--- src/rtl/vmt_pkg.sv ---
package vmt_pkg;

   // Bus geometry
   localparam int AXI_AW = 6;
   localparam int AXI_DW = 32;

   // Register byte addresses
   localparam logic [AXI_AW-1:0] ADDR_CMD      = 6'h00;
   localparam logic [AXI_AW-1:0] ADDR_CFG      = 6'h04;
   localparam logic [AXI_AW-1:0] ADDR_FIELD    = 6'h08;
   localparam logic [AXI_AW-1:0] ADDR_WDATA_LO = 6'h0c;
   localparam logic [AXI_AW-1:0] ADDR_WDATA_HI = 6'h10;
   localparam logic [AXI_AW-1:0] ADDR_RDATA_LO = 6'h14;
   localparam logic [AXI_AW-1:0] ADDR_RDATA_HI = 6'h18;
   localparam logic [AXI_AW-1:0] ADDR_STATUS   = 6'h1c;

   // Bus responses
   localparam logic [1:0] RESP_OKAY   = 2'h0;
   localparam logic [1:0] RESP_SLVERR = 2'h2;

   // Command opcodes, CMD bits [2:0]; CMD bit 4 marks the hypervisor call op
   localparam logic [2:0] OP_NONE     = 3'h0;
   localparam logic [2:0] OP_FIELD_RD = 3'h1;
   localparam logic [2:0] OP_FIELD_WR = 3'h2;
   localparam logic [2:0] OP_VM_ENTRY = 3'h3;
   localparam logic [2:0] OP_VM_EXIT  = 3'h4;
   localparam logic [2:0] OP_EXEC     = 3'h5;
   localparam logic [2:0] OP_HOST_LME = 3'h6;
   localparam int         CMD_OP_LSB  = 0;
   localparam int         CMD_HCALL   = 4;

   // Execution modes of the issuing software
   localparam logic [1:0] MODE_32     = 2'h0;
   localparam logic [1:0] MODE_COMPAT = 2'h1;
   localparam logic [1:0] MODE_64     = 2'h2;

   // Control structure field encodings
   localparam logic [31:0] ENC_BITMAP_FULL = 32'h00002004;
   localparam logic [31:0] ENC_BITMAP_HI   = 32'h00002005;
   localparam logic [31:0] ENC_NATURAL     = 32'h00006800;

   localparam logic [31:0] ZERO32 = 32'h00000000;

   // Configuration register image, bit 0 upward from exec_mode
   typedef struct packed {
      logic [17:0] rsvd;
      logic        host_lme;
      logic        exit_img_lme;
      logic        exit_img_vld;
      logic        ent_img_lme;
      logic        ent_img_vld;
      logic        host_pae;
      logic        host_pg;
      logic        guest_cs_l;
      logic        guest_pae;
      logic        guest_pg;
      logic        lmg_ctl;
      logic        host_asz;
      logic [1:0]  exec_mode;
   } vmt_cfg_t;

   // Status register image
   typedef struct packed {
      logic [21:0] rsvd;
      logic        bad_enc;
      logic        ud;
      logic        entry_fail;
      logic        abort;
      logic        busy;
      logic        sub64;
      logic        in_guest;
      logic        cs_l;
      logic        long_mode_active;
      logic        long_mode_enable;
   } vmt_status_t;

   localparam vmt_cfg_t CFG_RESET = '0;

endpackage

--- src/rtl/vmt_field_store.sv ---
`timescale 1ns/10ps
module vmt_field_store #(
   parameter logic [31:0] NATURAL_ENC = vmt_pkg::ENC_NATURAL
) (
   input  logic        mclk,
   input  logic        rst_n,
   input  logic        op_rd,
   input  logic        op_wr,
   input  logic [31:0] enc,
   input  logic        mode64,
   input  logic [63:0] wdata,
   output logic [63:0] rdata,
   output logic        rd_vld,
   output logic        bad_enc
);
   import vmt_pkg::*;

   logic [63:0] natural_r;
   logic [63:0] bitmap_r;
   logic [63:0] rdata_r;
   logic        rd_vld_r;
   logic        bad_enc_r;

   // Encoding decode; outside 64-bit mode only the low word moves
   wire         hit_nat  = (enc == NATURAL_ENC);
   wire         hit_full = (enc == ENC_BITMAP_FULL);
   wire         hit_hi   = (enc == ENC_BITMAP_HI);
   wire         hit_any  = hit_nat | hit_full | hit_hi;
   wire  [63:0] wr_sized = mode64 ? wdata : {ZERO32, wdata[31:0]};
   wire  [63:0] nat_rd   = mode64 ? natural_r : {ZERO32, natural_r[31:0]};
   wire  [63:0] full_rd  = mode64 ? bitmap_r : {ZERO32, bitmap_r[31:0]};
   wire  [63:0] hi_rd    = {ZERO32, bitmap_r[63:32]};
   wire  [63:0] rd_sel   = hit_nat ? nat_rd : (hit_full ? full_rd : (hit_hi ? hi_rd : '0));
   wire  [63:0] hi_wr    = {wdata[31:0], bitmap_r[31:0]};

   // Field storage; the upper-half encoding leaves the low word untouched
   always_ff @(posedge mclk or negedge rst_n) begin
      if (!rst_n) begin
         natural_r <= '0;
         bitmap_r  <= '0;
      end else if (op_wr) begin
         if (hit_nat) natural_r <= wr_sized;
         if (hit_full) bitmap_r <= wr_sized;
         if (hit_hi) bitmap_r <= hi_wr;
      end
   end

   // Read result and error flag, both one cycle after the request
   always_ff @(posedge mclk or negedge rst_n) begin
      if (!rst_n) begin
         rdata_r   <= '0;
         rd_vld_r  <= 1'b0;
         bad_enc_r <= 1'b0;
      end else begin
         rd_vld_r  <= op_rd;
         bad_enc_r <= (op_rd | op_wr) & ~hit_any;
         if (op_rd) rdata_r <= rd_sel;
      end
   end

   assign rdata   = rdata_r;
   assign rd_vld  = rd_vld_r;
   assign bad_enc = bad_enc_r;

endmodule

--- src/rtl/vmt_top.sv ---
// Chosen here: the address map and the AXI4-Lite slave port.
`timescale 1ns/10ps
module vmt_top #(
   parameter logic [31:0] NATURAL_ENC = vmt_pkg::ENC_NATURAL
) (
   input  logic                        mclk,
   input  logic                        reset_n,
   input  logic [vmt_pkg::AXI_AW-1:0]  s_axi_awaddr,
   input  logic                        s_axi_awvalid,
   output logic                        s_axi_awready,
   input  logic [vmt_pkg::AXI_DW-1:0]  s_axi_wdata,
   input  logic [3:0]                  s_axi_wstrb,
   input  logic                        s_axi_wvalid,
   output logic                        s_axi_wready,
   output logic [1:0]                  s_axi_bresp,
   output logic                        s_axi_bvalid,
   input  logic                        s_axi_bready,
   input  logic [vmt_pkg::AXI_AW-1:0]  s_axi_araddr,
   input  logic                        s_axi_arvalid,
   output logic                        s_axi_arready,
   output logic [vmt_pkg::AXI_DW-1:0]  s_axi_rdata,
   output logic [1:0]                  s_axi_rresp,
   output logic                        s_axi_rvalid,
   input  logic                        s_axi_rready
);
   import vmt_pkg::*;

   typedef enum logic [2:0] {
      ST_IDLE, ST_ENT_LME, ST_ENT_IMG, ST_EXIT_LM, ST_EXIT_IMG, ST_ABORT
   } vmt_state_t;

   // Reset release through two flops
   logic rst_s1_r;
   logic rst_n_r;
   always_ff @(posedge mclk or negedge reset_n) begin
      if (!reset_n) begin
         rst_s1_r <= 1'b0;
         rst_n_r  <= 1'b0;
      end else begin
         rst_s1_r <= 1'b1;
         rst_n_r  <= rst_s1_r;
      end
   end

   // Bus slave state
   logic [AXI_AW-1:0] awaddr_r;
   logic [31:0]       wdata_r;
   logic [3:0]        wstrb_r;
   logic              aw_got_r;
   logic              w_got_r;
   logic              awready_r;
   logic              wready_r;
   logic              bvalid_r;
   logic [1:0]        bresp_r;
   logic              arready_r;
   logic              rvalid_r;
   logic [31:0]       rdata_r;
   logic [1:0]        rresp_r;

   // Software visible registers and block state
   vmt_cfg_t          cfg_r;
   logic [31:0]       cmd_r;
   logic [31:0]       enc_r;
   logic [31:0]       wlo_r;
   logic [31:0]       whi_r;
   vmt_state_t        state_r;
   vmt_state_t        state_nxt;
   logic              lme_r;
   logic              lma_r;
   logic              cs_l_r;
   logic              in_guest_r;
   logic              sub64_r;
   logic              abort_r;
   logic              entry_fail_r;
   logic              ud_r;
   logic              bad_enc_r;
   logic              fs_mode64_r;
   logic [63:0]       fs_rdata;
   logic              fs_rd_vld;
   logic              fs_bad_enc;

   // Write channel joins: address and data may arrive in either order
   wire              aw_hs    = s_axi_awvalid & awready_r;
   wire              w_hs     = s_axi_wvalid & wready_r;
   wire              aw_have  = aw_got_r | aw_hs;
   wire              w_have   = w_got_r | w_hs;
   wire              do_wr    = aw_have & w_have;
   wire [AXI_AW-1:0] wr_addr  = aw_got_r ? awaddr_r : s_axi_awaddr;
   wire [31:0]       wr_data  = w_got_r ? wdata_r : s_axi_wdata;
   wire [3:0]        wr_strb  = w_got_r ? wstrb_r : s_axi_wstrb;
   wire [31:0]       wr_mask  = {{8{wr_strb[3]}}, {8{wr_strb[2]}}, {8{wr_strb[1]}},
                                 {8{wr_strb[0]}}};
   wire              bvalid_nxt  = do_wr | (bvalid_r & ~s_axi_bready);
   wire              aw_got_nxt  = aw_have & ~do_wr;
   wire              w_got_nxt   = w_have & ~do_wr;
   wire              ar_hs       = s_axi_arvalid & arready_r;
   wire              rvalid_nxt  = ar_hs | (rvalid_r & ~s_axi_rready);

   // Write decode
   wire sel_cmd   = (wr_addr == ADDR_CMD);
   wire sel_cfg   = (wr_addr == ADDR_CFG);
   wire sel_field = (wr_addr == ADDR_FIELD);
   wire sel_wlo   = (wr_addr == ADDR_WDATA_LO);
   wire sel_whi   = (wr_addr == ADDR_WDATA_HI);
   wire wr_ro     = (wr_addr == ADDR_RDATA_LO) | (wr_addr == ADDR_RDATA_HI)
                  | (wr_addr == ADDR_STATUS);
   wire wr_known  = sel_cmd | sel_cfg | sel_field | sel_wlo | sel_whi | wr_ro;
   wire [31:0] merged_cmd = (cmd_r & ~wr_mask) | (wr_data & wr_mask);

   // Command acceptance: only when idle, otherwise the write is dropped
   wire        cmd_go   = do_wr & sel_cmd & (state_r == ST_IDLE);
   wire [2:0]  cmd_op   = merged_cmd[CMD_OP_LSB +: 3];
   wire        cmd_hc   = merged_cmd[CMD_HCALL];
   wire        compat   = (cfg_r.exec_mode == MODE_COMPAT);
   wire        is_op    = (cmd_op != OP_NONE);
   wire        illegal  = compat & is_op & ~((cmd_op == OP_EXEC) & cmd_hc);
   wire        go_ok    = cmd_go & ~illegal;
   wire        go_entry = go_ok & (cmd_op == OP_VM_ENTRY) & ~in_guest_r;
   wire        go_exit  = go_ok & (cmd_op == OP_VM_EXIT) & in_guest_r;
   wire        fs_rd    = go_ok & (cmd_op == OP_FIELD_RD);
   wire        fs_wr    = go_ok & (cmd_op == OP_FIELD_WR);
   wire        set_hlme = go_ok & (cmd_op == OP_HOST_LME) & ~in_guest_r;

   // Long-mode guest needs guest paging, extension and a long-mode host
   wire lm_host  = lma_r & cfg_r.host_asz;
   wire ent_ok   = ~cfg_r.lmg_ctl | (cfg_r.guest_pg & cfg_r.guest_pae & lm_host);
   wire ent_img_bad  = cfg_r.ent_img_vld & (cfg_r.ent_img_lme != cfg_r.lmg_ctl);
   wire exit_img_bad = cfg_r.exit_img_vld & (cfg_r.exit_img_lme != cfg_r.host_asz);

   // Paging controls in force depend on which side currently runs
   wire cur_pg   = in_guest_r ? cfg_r.guest_pg : cfg_r.host_pg;
   wire cur_pae  = in_guest_r ? cfg_r.guest_pae : cfg_r.host_pae;

   // Sequencer: enable bits always land before any load image is judged
   always_comb begin
      state_nxt = state_r;
      case (state_r)
         ST_IDLE: begin
            if (go_entry) state_nxt = ent_ok ? ST_ENT_LME : ST_EXIT_LM;
            else if (go_exit) state_nxt = ST_EXIT_LM;
         end
         ST_ENT_LME:  state_nxt = ST_ENT_IMG;
         ST_ENT_IMG:  state_nxt = ent_img_bad ? ST_EXIT_LM : ST_IDLE;
         ST_EXIT_LM:  state_nxt = ST_EXIT_IMG;
         ST_EXIT_IMG: state_nxt = exit_img_bad ? ST_ABORT : ST_IDLE;
         ST_ABORT:    state_nxt = ST_ABORT;
         default:     state_nxt = ST_IDLE;
      endcase
   end

   always_ff @(posedge mclk or negedge rst_n_r) begin
      if (!rst_n_r) state_r <= ST_IDLE;
      else state_r <= state_nxt;
   end

   // Mode bits; the active bit is always derived, except the exit copy
   always_ff @(posedge mclk or negedge rst_n_r) begin
      if (!rst_n_r) begin
         lme_r      <= 1'b0;
         lma_r      <= 1'b0;
         cs_l_r     <= 1'b0;
         in_guest_r <= 1'b0;
         sub64_r    <= 1'b0;
      end else begin
         if (state_r == ST_EXIT_LM) lma_r <= cfg_r.host_asz;
         else lma_r <= lme_r & cur_pg & cur_pae;
         if (state_r == ST_EXIT_LM) begin
            lme_r      <= cfg_r.host_asz;
            cs_l_r     <= cfg_r.host_asz;
            in_guest_r <= 1'b0;
            sub64_r    <= 1'b0;
         end else if (state_r == ST_ENT_LME) begin
            lme_r <= cfg_r.lmg_ctl;
         end else if (state_r == ST_ENT_IMG && !ent_img_bad) begin
            in_guest_r <= 1'b1;
            cs_l_r     <= cfg_r.guest_cs_l;
            sub64_r    <= cfg_r.lmg_ctl & cfg_r.guest_cs_l;
         end else if (set_hlme) begin
            lme_r <= cfg_r.host_lme;
         end
      end
   end

   // Outcome flags: cleared by the next accepted command, abort holds
   always_ff @(posedge mclk or negedge rst_n_r) begin
      if (!rst_n_r) begin
         abort_r      <= 1'b0;
         entry_fail_r <= 1'b0;
         ud_r         <= 1'b0;
         bad_enc_r    <= 1'b0;
      end else begin
         if (cmd_go) ud_r <= illegal;
         // The field store only pulses its error, so hold it here for software
         if (fs_bad_enc) bad_enc_r <= 1'b1;                               // Set wins
         else if (cmd_go) bad_enc_r <= 1'b0;
         if (state_r == ST_EXIT_IMG && exit_img_bad) abort_r <= 1'b1;
         if (go_entry) entry_fail_r <= ~ent_ok;
         else if (state_r == ST_ENT_IMG && ent_img_bad) entry_fail_r <= 1'b1;
         else if (cmd_go) entry_fail_r <= 1'b0;
      end
   end

   // Field width follows the mode of the issuing software
   wire fs_mode64 = (cfg_r.exec_mode == MODE_64);

   vmt_field_store #(
      .NATURAL_ENC (NATURAL_ENC)
   ) u_field (
      .mclk    (mclk),
      .rst_n   (rst_n_r),
      .op_rd   (fs_rd),
      .op_wr   (fs_wr),
      .enc     (enc_r),
      .mode64  (fs_mode64),
      .wdata   ({whi_r, wlo_r}),
      .rdata   (fs_rdata),
      .rd_vld  (fs_rd_vld),
      .bad_enc (fs_bad_enc)
   );

   // Mode sampled with the read, for the width check below
   always_ff @(posedge mclk or negedge rst_n_r) begin
      if (!rst_n_r) fs_mode64_r <= 1'b0;
      else if (fs_rd) fs_mode64_r <= fs_mode64;
   end

   // Register writes with byte strobes
   always_ff @(posedge mclk or negedge rst_n_r) begin
      if (!rst_n_r) begin
         cfg_r <= CFG_RESET;
         cmd_r <= '0;
         enc_r <= '0;
         wlo_r <= '0;
         whi_r <= '0;
      end else if (do_wr) begin
         if (sel_cfg) cfg_r <= (cfg_r & ~wr_mask) | (wr_data & wr_mask);
         if (cmd_go) cmd_r <= merged_cmd;
         if (sel_field) enc_r <= (enc_r & ~wr_mask) | (wr_data & wr_mask);
         if (sel_wlo) wlo_r <= (wlo_r & ~wr_mask) | (wr_data & wr_mask);
         if (sel_whi) whi_r <= (whi_r & ~wr_mask) | (wr_data & wr_mask);
      end
   end

   // Status image and read mux
   vmt_status_t status;
   always_comb begin
      status            = '0;
      status.long_mode_enable        = lme_r;
      status.long_mode_active        = lma_r;
      status.cs_l       = cs_l_r;
      status.in_guest   = in_guest_r;
      status.sub64      = sub64_r;
      status.busy       = (state_r != ST_IDLE);
      status.abort      = abort_r;
      status.entry_fail = entry_fail_r;
      status.ud         = ud_r;
      status.bad_enc    = bad_enc_r;
   end

   wire        rd_known = (s_axi_araddr <= ADDR_STATUS) & (s_axi_araddr[1:0] == 2'h0);
   logic [31:0] rd_mux;
   always_comb begin
      case (s_axi_araddr)
         ADDR_CMD:      rd_mux = cmd_r;
         ADDR_CFG:      rd_mux = cfg_r;
         ADDR_FIELD:    rd_mux = enc_r;
         ADDR_WDATA_LO: rd_mux = wlo_r;
         ADDR_WDATA_HI: rd_mux = whi_r;
         ADDR_RDATA_LO: rd_mux = fs_rdata[31:0];
         ADDR_RDATA_HI: rd_mux = fs_rdata[63:32];
         ADDR_STATUS:   rd_mux = status;
         default:       rd_mux = '0;
      endcase
   end

   // Bus handshake flops; ready drops while a response waits
   always_ff @(posedge mclk or negedge rst_n_r) begin
      if (!rst_n_r) begin
         aw_got_r  <= 1'b0;
         w_got_r   <= 1'b0;
         awready_r <= 1'b0;
         wready_r  <= 1'b0;
         bvalid_r  <= 1'b0;
         bresp_r   <= RESP_OKAY;
         awaddr_r  <= '0;
         wdata_r   <= '0;
         wstrb_r   <= '0;
         arready_r <= 1'b0;
         rvalid_r  <= 1'b0;
         rdata_r   <= '0;
         rresp_r   <= RESP_OKAY;
      end else begin
         aw_got_r  <= aw_got_nxt;
         w_got_r   <= w_got_nxt;
         awready_r <= ~aw_got_nxt & ~bvalid_nxt;
         wready_r  <= ~w_got_nxt & ~bvalid_nxt;
         bvalid_r  <= bvalid_nxt;
         arready_r <= ~rvalid_nxt;
         rvalid_r  <= rvalid_nxt;
         if (aw_hs) awaddr_r <= s_axi_awaddr;
         if (w_hs) wdata_r <= s_axi_wdata;
         if (w_hs) wstrb_r <= s_axi_wstrb;
         if (do_wr) bresp_r <= wr_known ? RESP_OKAY : RESP_SLVERR;
         if (ar_hs) rdata_r <= rd_mux;
         if (ar_hs) rresp_r <= rd_known ? RESP_OKAY : RESP_SLVERR;
      end
   end

   assign s_axi_awready = awready_r;
   assign s_axi_wready  = wready_r;
   assign s_axi_bvalid  = bvalid_r;
   assign s_axi_bresp   = bresp_r;
   assign s_axi_arready = arready_r;
   assign s_axi_rvalid  = rvalid_r;
   assign s_axi_rdata   = rdata_r;
   assign s_axi_rresp   = rresp_r;
endmodule

--- config.mk ---
export PLATFORM = sky130hd
export DESIGN_NAME = vmt_top
export DESIGN_NICKNAME = d
export VERILOG_FILES = /design/src/rtl/vmt_pkg.sv /design/src/rtl/vmt_field_store.sv /design/src/rtl/vmt_top.sv
export SDC_FILE = /design/constraint.sdc
export NUM_CORES = 1
export LEC_CHECK = 0
export CAP_MARGIN = 30
export CORE_UTILIZATION = 58
export CTS_CLUSTER_SIZE = 40
export DETAILED_ROUTE_END_ITERATION = 12
export DONT_BUFFER_PORTS = 1
export HOLD_SLACK_MARGIN = 0.15
export PLACE_DENSITY_LB_ADDON = 0.25
export SLEW_MARGIN = 20
export SYNTH_ARGS = -nofsm -noshare
export SYNTH_HDL_FRONTEND = slang
export SYNTH_SLANG_ARGS = --single-unit
--- constraint.sdc ---
create_clock -name mclk -period 14.3 [get_ports mclk]
set_input_delay 2.145 -clock mclk [delete_from_list [all_inputs] [get_ports mclk]]
set_output_delay 2.145 -clock mclk [all_outputs]
set_load 0.01 [all_outputs]
Word-level counts from Yosys, hierarchy flattened:

Cells that the tools add are included.

* magnitude comparators: 1
* equality and inequality tests: 35
* mux-type cells: 40
* bitwise logic cells: 75
* reductions and logical operators: 25

Operators by type and width (count)
* 64-bit two-way mux: 7
* 32-bit case mux with 8 select lines: 1
* 32-bit bitwise AND: 6
* 32-bit bitwise OR: 5
* 32-bit by 14-bit equality test with 1-bit output (second input constant): 2
* 32-bit two-way mux: 2
* 6-bit by 5-bit equality test with 1-bit output (second input constant): 8
* 1-bit bitwise AND: 34
* 32-bit by 15-bit equality test with 1-bit output (second input constant): 1
* 32-bit inverter: 1
* 6-bit by 4-bit equality test with 1-bit output (second input constant): 4
* 1-bit two-way mux: 20
* 3-bit case mux with 6 select lines: 1
* 2-bit AND reduction: 9
* 3-bit equality test (second input constant): 5
* 1-bit bitwise OR: 15
* 1-bit inverter: 14
* 3-bit by 2-bit equality test with 1-bit output (second input constant): 4
* 6-bit by 3-bit equality test with 1-bit output (second input constant): 2
* 6-bit logical NOT: 2
* 3-bit nonzero test: 4
* 3-bit two-way mux: 3
* 2-bit two-way mux: 4
* 3-bit by 1-bit equality test with 1-bit output (second input constant): 2
* 14 further kinds: 20

* register bits after elaboration: 452
* output and inout port bits: 41
* word-level logic and storage cells: 224

Longest topological paths before layout:

* word-level depth: 16
* mapped depth: 8

By module:

A second synthesis with hierarchy kept.

* cell total of the unflattened synthesis: 1995
* area, all modules: 21435.6 um^2

Modules (own cells, without submodules)
* vmt_top: instances 1, cells each 1056, area each 11526.1 um^2
* vmt_field_store: instances 1, cells each 939, area each 9909.5 um^2

Worst setup path after synthesis:

OpenSTA, ideal clock, no wires.

* path type: in2reg
* start point: in s_axi_awaddr[0] in the netlist's numbering
* end point: reg u_field.rdata_r[32] (netlist: u_field.rdata[32])
* data arrival time: 3.995 ns
* required time: 14.223 ns
* path slack: 10.228 ns
* stages: 6
* path through: or4_4 a211oi_4 nand4_1 or4b_4 buf_4 o21ai_1

* word-level cells in the longest chain between the ends: 6

Ends and longest elaborated chain
* from (decl): RTL line vmt_top.sv:8 `input logic [vmt_pkg::AXI_AW-1:0] s_axi_awaddr,`
* 6-bit two-way mux: RTL line vmt_top.sv:88 `wire [AXI_AW-1:0] wr_addr = aw_got_r ? awaddr_r : s_axi_awaddr;`
* 6-bit logical NOT: RTL line vmt_top.sv:100 `wire sel_cmd = (wr_addr == ADDR_CMD);`
* 1-bit bitwise AND (2 in a row): RTL line vmt_top.sv:111 `wire cmd_go = do_wr & sel_cmd & (state_r == ST_IDLE);`
* 1-bit bitwise AND: RTL line vmt_top.sv:117 `wire go_ok = cmd_go & ~illegal;`
* 1-bit bitwise AND: RTL line vmt_top.sv:120 `wire fs_rd = go_ok & (cmd_op == OP_FIELD_RD);`
* to (signal assigned): RTL line vmt_field_store.sv:57 `if (op_rd) rdata_r <= rd_sel;`
* to (decl): RTL line vmt_field_store.sv:20 `logic [63:0] rdata_r;`

No other way between the ends.
A chain may end at the register's enable or synchronous reset.

Worst setup path after layout:

* start point: in s_axi_wstrb[0]
* end point: reg u_field.rdata_r[3] (netlist: u_field.rdata[3])

* word-level cells in the longest chain between the ends: 11
* elaborated cells on any way between the ends: 15

Ends and longest elaborated chain
* from (decl): RTL line vmt_top.sv:12 `input logic [3:0] s_axi_wstrb,`
* 4-bit two-way mux (*): RTL line vmt_top.sv:90 `wire [3:0] wr_strb = w_got_r ? wstrb_r : s_axi_wstrb;`
* 32-bit inverter: RTL line vmt_top.sv:108 `wire [31:0] merged_cmd = (cmd_r & ~wr_mask) | (wr_data & wr_mask);`
* 32-bit bitwise AND: RTL line vmt_top.sv:108
* 32-bit bitwise OR (*): RTL line vmt_top.sv:108
* 3-bit equality test: RTL line vmt_top.sv:116 `wire illegal = compat & is_op & ~((cmd_op == OP_EXEC) & cmd_hc);`
* 1-bit bitwise AND: RTL line vmt_top.sv:116
* 1-bit inverter: RTL line vmt_top.sv:116
* 1-bit bitwise AND: RTL line vmt_top.sv:116
* 1-bit inverter: RTL line vmt_top.sv:117
* 1-bit bitwise AND: RTL line vmt_top.sv:117
* 1-bit bitwise AND (*): RTL line vmt_top.sv:120

Every way passes the cells marked *; elsewhere a longest branch is shown, timed or not.

==> qor.yml <==
status:
  outcome: "finished clean"
clocking:
  cts_max_path_buffers: 3
  cts_made_buffers: 47
  cts.sink_count: 450
  cts_resized: 0
  clock_latency_ps: 580
  postCtsSetupRepairBufs: 0
  cts_hold_buf: 0
  cts_root_buf: "clkbuf_16"
  clk_pin_slew_ps: 60
  cts_tree: "built"
  cts_max_level: 2
detailed_routing:
  drt_iter0_drc: 1364
  wl_met1_um: 23720
  routed_via_density: 6.932
  avgRoutedWirePerCell_um: 27.46
  wl_met2_um: 26720
  remaining_drc_errors: 0
  vias: 14430
  dr.pass1.iters: 6
  met3_length_um: 4434
  top_layer: "met4"
  ant_nets: 0
  finalWirelength_um: 57170
critical_path:
  crit_required_ps: 14720
  path_buf_inv: 1
  critPathMaxStageDelay_ps: 790
  worst-endpoint-arrival_ps: 4860
  crit_chain: "mux2i_2 -> a221oi_2 -> nand4_1 -> buf_4 -> or2_2 -> o21ai_0"
  rrSetupSlack_ps: 10300
  start_kind: "input port"
  crit_family: "simple AND/OR/NAND/NOR gates"
  critPathKind: "in -> reg"
  crit_slowest_cell: "or2_2"
  end_kind: "flip-flop"
  cp_max_fo: 66
synth:
  yosys_most_used_dff: "dfrtp_1"
  async_reset_ff_frac: 1.000
  synth-xor-area-share: 0.001284
  post-synth-top-area-cell: "dfrtp_1"
  syn-cell-area_mm2: 0.02046
  postSynthRegisterBits: 450
  synthAdderAreaFrac: 0
  yosysWarnings: 0
  synth_top_family_by_area: "multiplexers"
  yosysSeqAreaShare: 0.5505
  synth_cell_types: 62
  synth_cells: 1624
  synth_simple_gate_area_share: 0.05713
  synth_edf_count: 0
  synth_area_leaders: "dfrtp_1, mux2_2, a22oi_1, o21ai_0, mux2i_1"
  synth_compound_area_frac: 0.1423
  synthMuxAreaShare: 0.2187
  syn_area_per_cell_um2: 12.60
  yosys.area.top_type_share: 0.5505
power:
  clkPwrFrac: 0.362
  total_power_mw: 3.734
  power.switching_mw: 1.166
  irDropWorstVdd_uv: 159.0
  switching_share: 0.3124
  p_int_mw: 2.567
  power_frac_seq: 0.436
  power_density_mw_per_mm2: 164.7
  p_comb_frac: 0.201
  power.leakage_nw: 10.66
sta:
  min_period_over_period: 0.3105
  grt_setup_unrepaired: "no"
  tns_ps: 0
  slew_headroom: 0.3305
  hold_viol: 0
  whs_ps: 356.3
  worst_pin_slew_ps: 1004
  setup_viol: 0
  post-route-min-period_ps: 4439
  final-max-slew-violation-count: 0
  skew_ps: 18.13
  max_freq_mhz: 225.3
floorplanning:
  start_util: 0.5908
  rows: 68
  dieWidth_um: 189.8
  die_area_mm2: 0.03603
  die_h_um: 189.8
  coreArea_mm2: 0.03463
  boundaryPins: 96
cells_and_area:
  final_common_cell: "dfrtp_1"
  drive_above_1_share: 0.3116
  fin_nets: 1645
  areaGrowthSynthToFinish_pct: 10.81
  diodes: 0
  final_cell_mix: "dfrtp_1, mux2_2, o21ai_0"
place:
  dp_hpwl_um: 32940
  gp_congestion: 0.8758
  port_buffers: 0
run:
  max_cap_violations: 0
global_routing:
  antenna_found_initial: 0
  grtUsageTotal: 0.3233
  grt_first_pass_wirelength_um: 87750
  grt_pass1_vias: 14620
  grt_max_degree: 164
  overflow: 0
worst_hold_path:
  min_path_type: "reg -> reg"
==> synthesized netlist by cell type (7+ instances only) <==
master	instances
nand2_1	64
mux2i_1	36
mux2_1	12
nor2_2	8
mux2_2	352
clkbuf_1	96
a32o_1	32
nor2_1	11
a22oi_1	105
dfrtp_1	450
a32oi_1	33
nand3_1	38
nand4_1	11
o21ai_1	34
and2_1	7
o21ai_0	109
inv_1	37
or3_1	8
a22o_1	32
a222oi_1	22
buf_2	8
a2111oi_0	7
nor4_1	9
nor2b_1	9
and3_1	25
==> final cells by class <==
class | count | area, µm²
Timing Repair Buffer | 30 | 302.8
Clock inverter | 24 | 360.3
Tap cell | 455 | 569.3
Fill cell | 2534 | 11960
Multi-Input combinational cell | 1024 | 8665
Sequential cell | 450 | 11270
Clock buffer | 62 | 1365
Inverter | 37 | 138.9
==> worst reg2reg max path: cells and delay by family (launching register included) <==
family	cells	cell delay, ps
flip-flops	1	390
buffers and inverters	2	1200
multiplexers	1	760
AO/OA/AOI/OAI	2	480
AND/OR/NAND/NOR	2	1020
==> metrics by stage <==
stage,util,cells,worst slack [ps],cell area (µm²)
2_1_floorplan,-,1625,829.0,20460
3_3_place_gp,0.6018,1991,9408,20840
3_5_place_dp,0.6040,1994,9346,20920
4_1_cts,0.6538,2080,9944,22640
5_1_grt,0.6546,2082,9794,22670
6_report,0.6546,2082,9861,22670
==> power groups by stage <==
stage               Sequential (mW)  Combinational [mW]  Clock [mW]
floorplan                      1.59               0.496           0
global placement               1.64               0.709           0
detailed placement             1.65               0.733           0
CTS                            1.62               0.739        1.37
global route                   1.65               0.794        1.42
finish                         1.63               0.751        1.35
==> path summary, 6_finish.rpt <==
kind                           startpoint                          to  depth (start not counted)
setup / recovery           s_axi_wstrb[0]            u_field.rdata[3]                          6
hold / removal                   rst_s1_r                     rst_n_r                          0
setup reg to reg                  w_got_r            u_field.rdata[3]                          7
hold reg to reg                  rst_s1_r                     rst_n_r                          0
max in group asynchronous         rst_n_r  asynchronous set/reset pin                          4
min in group asynchronous         rst_n_r                s_axi_rvalid                          0
==> routing by layer <==
metal	vias up	global-route usage
met4	0	0.1417
met1	7560	0.4452
li1	6074	-
met3	137	0.06530
met5	-	0
met2	662	0.4993
==> logic make-up (layout without fill, tap and decap cells) <==
family	Yosys count	in the layout
flops	450	450
mux	401	401
compound gates	400	400
simple gates	217	217
buf+inv	151	153
xor+xnor	3	3
other cells	2	3
No activity file was read; power rests on OpenSTA's default activity.
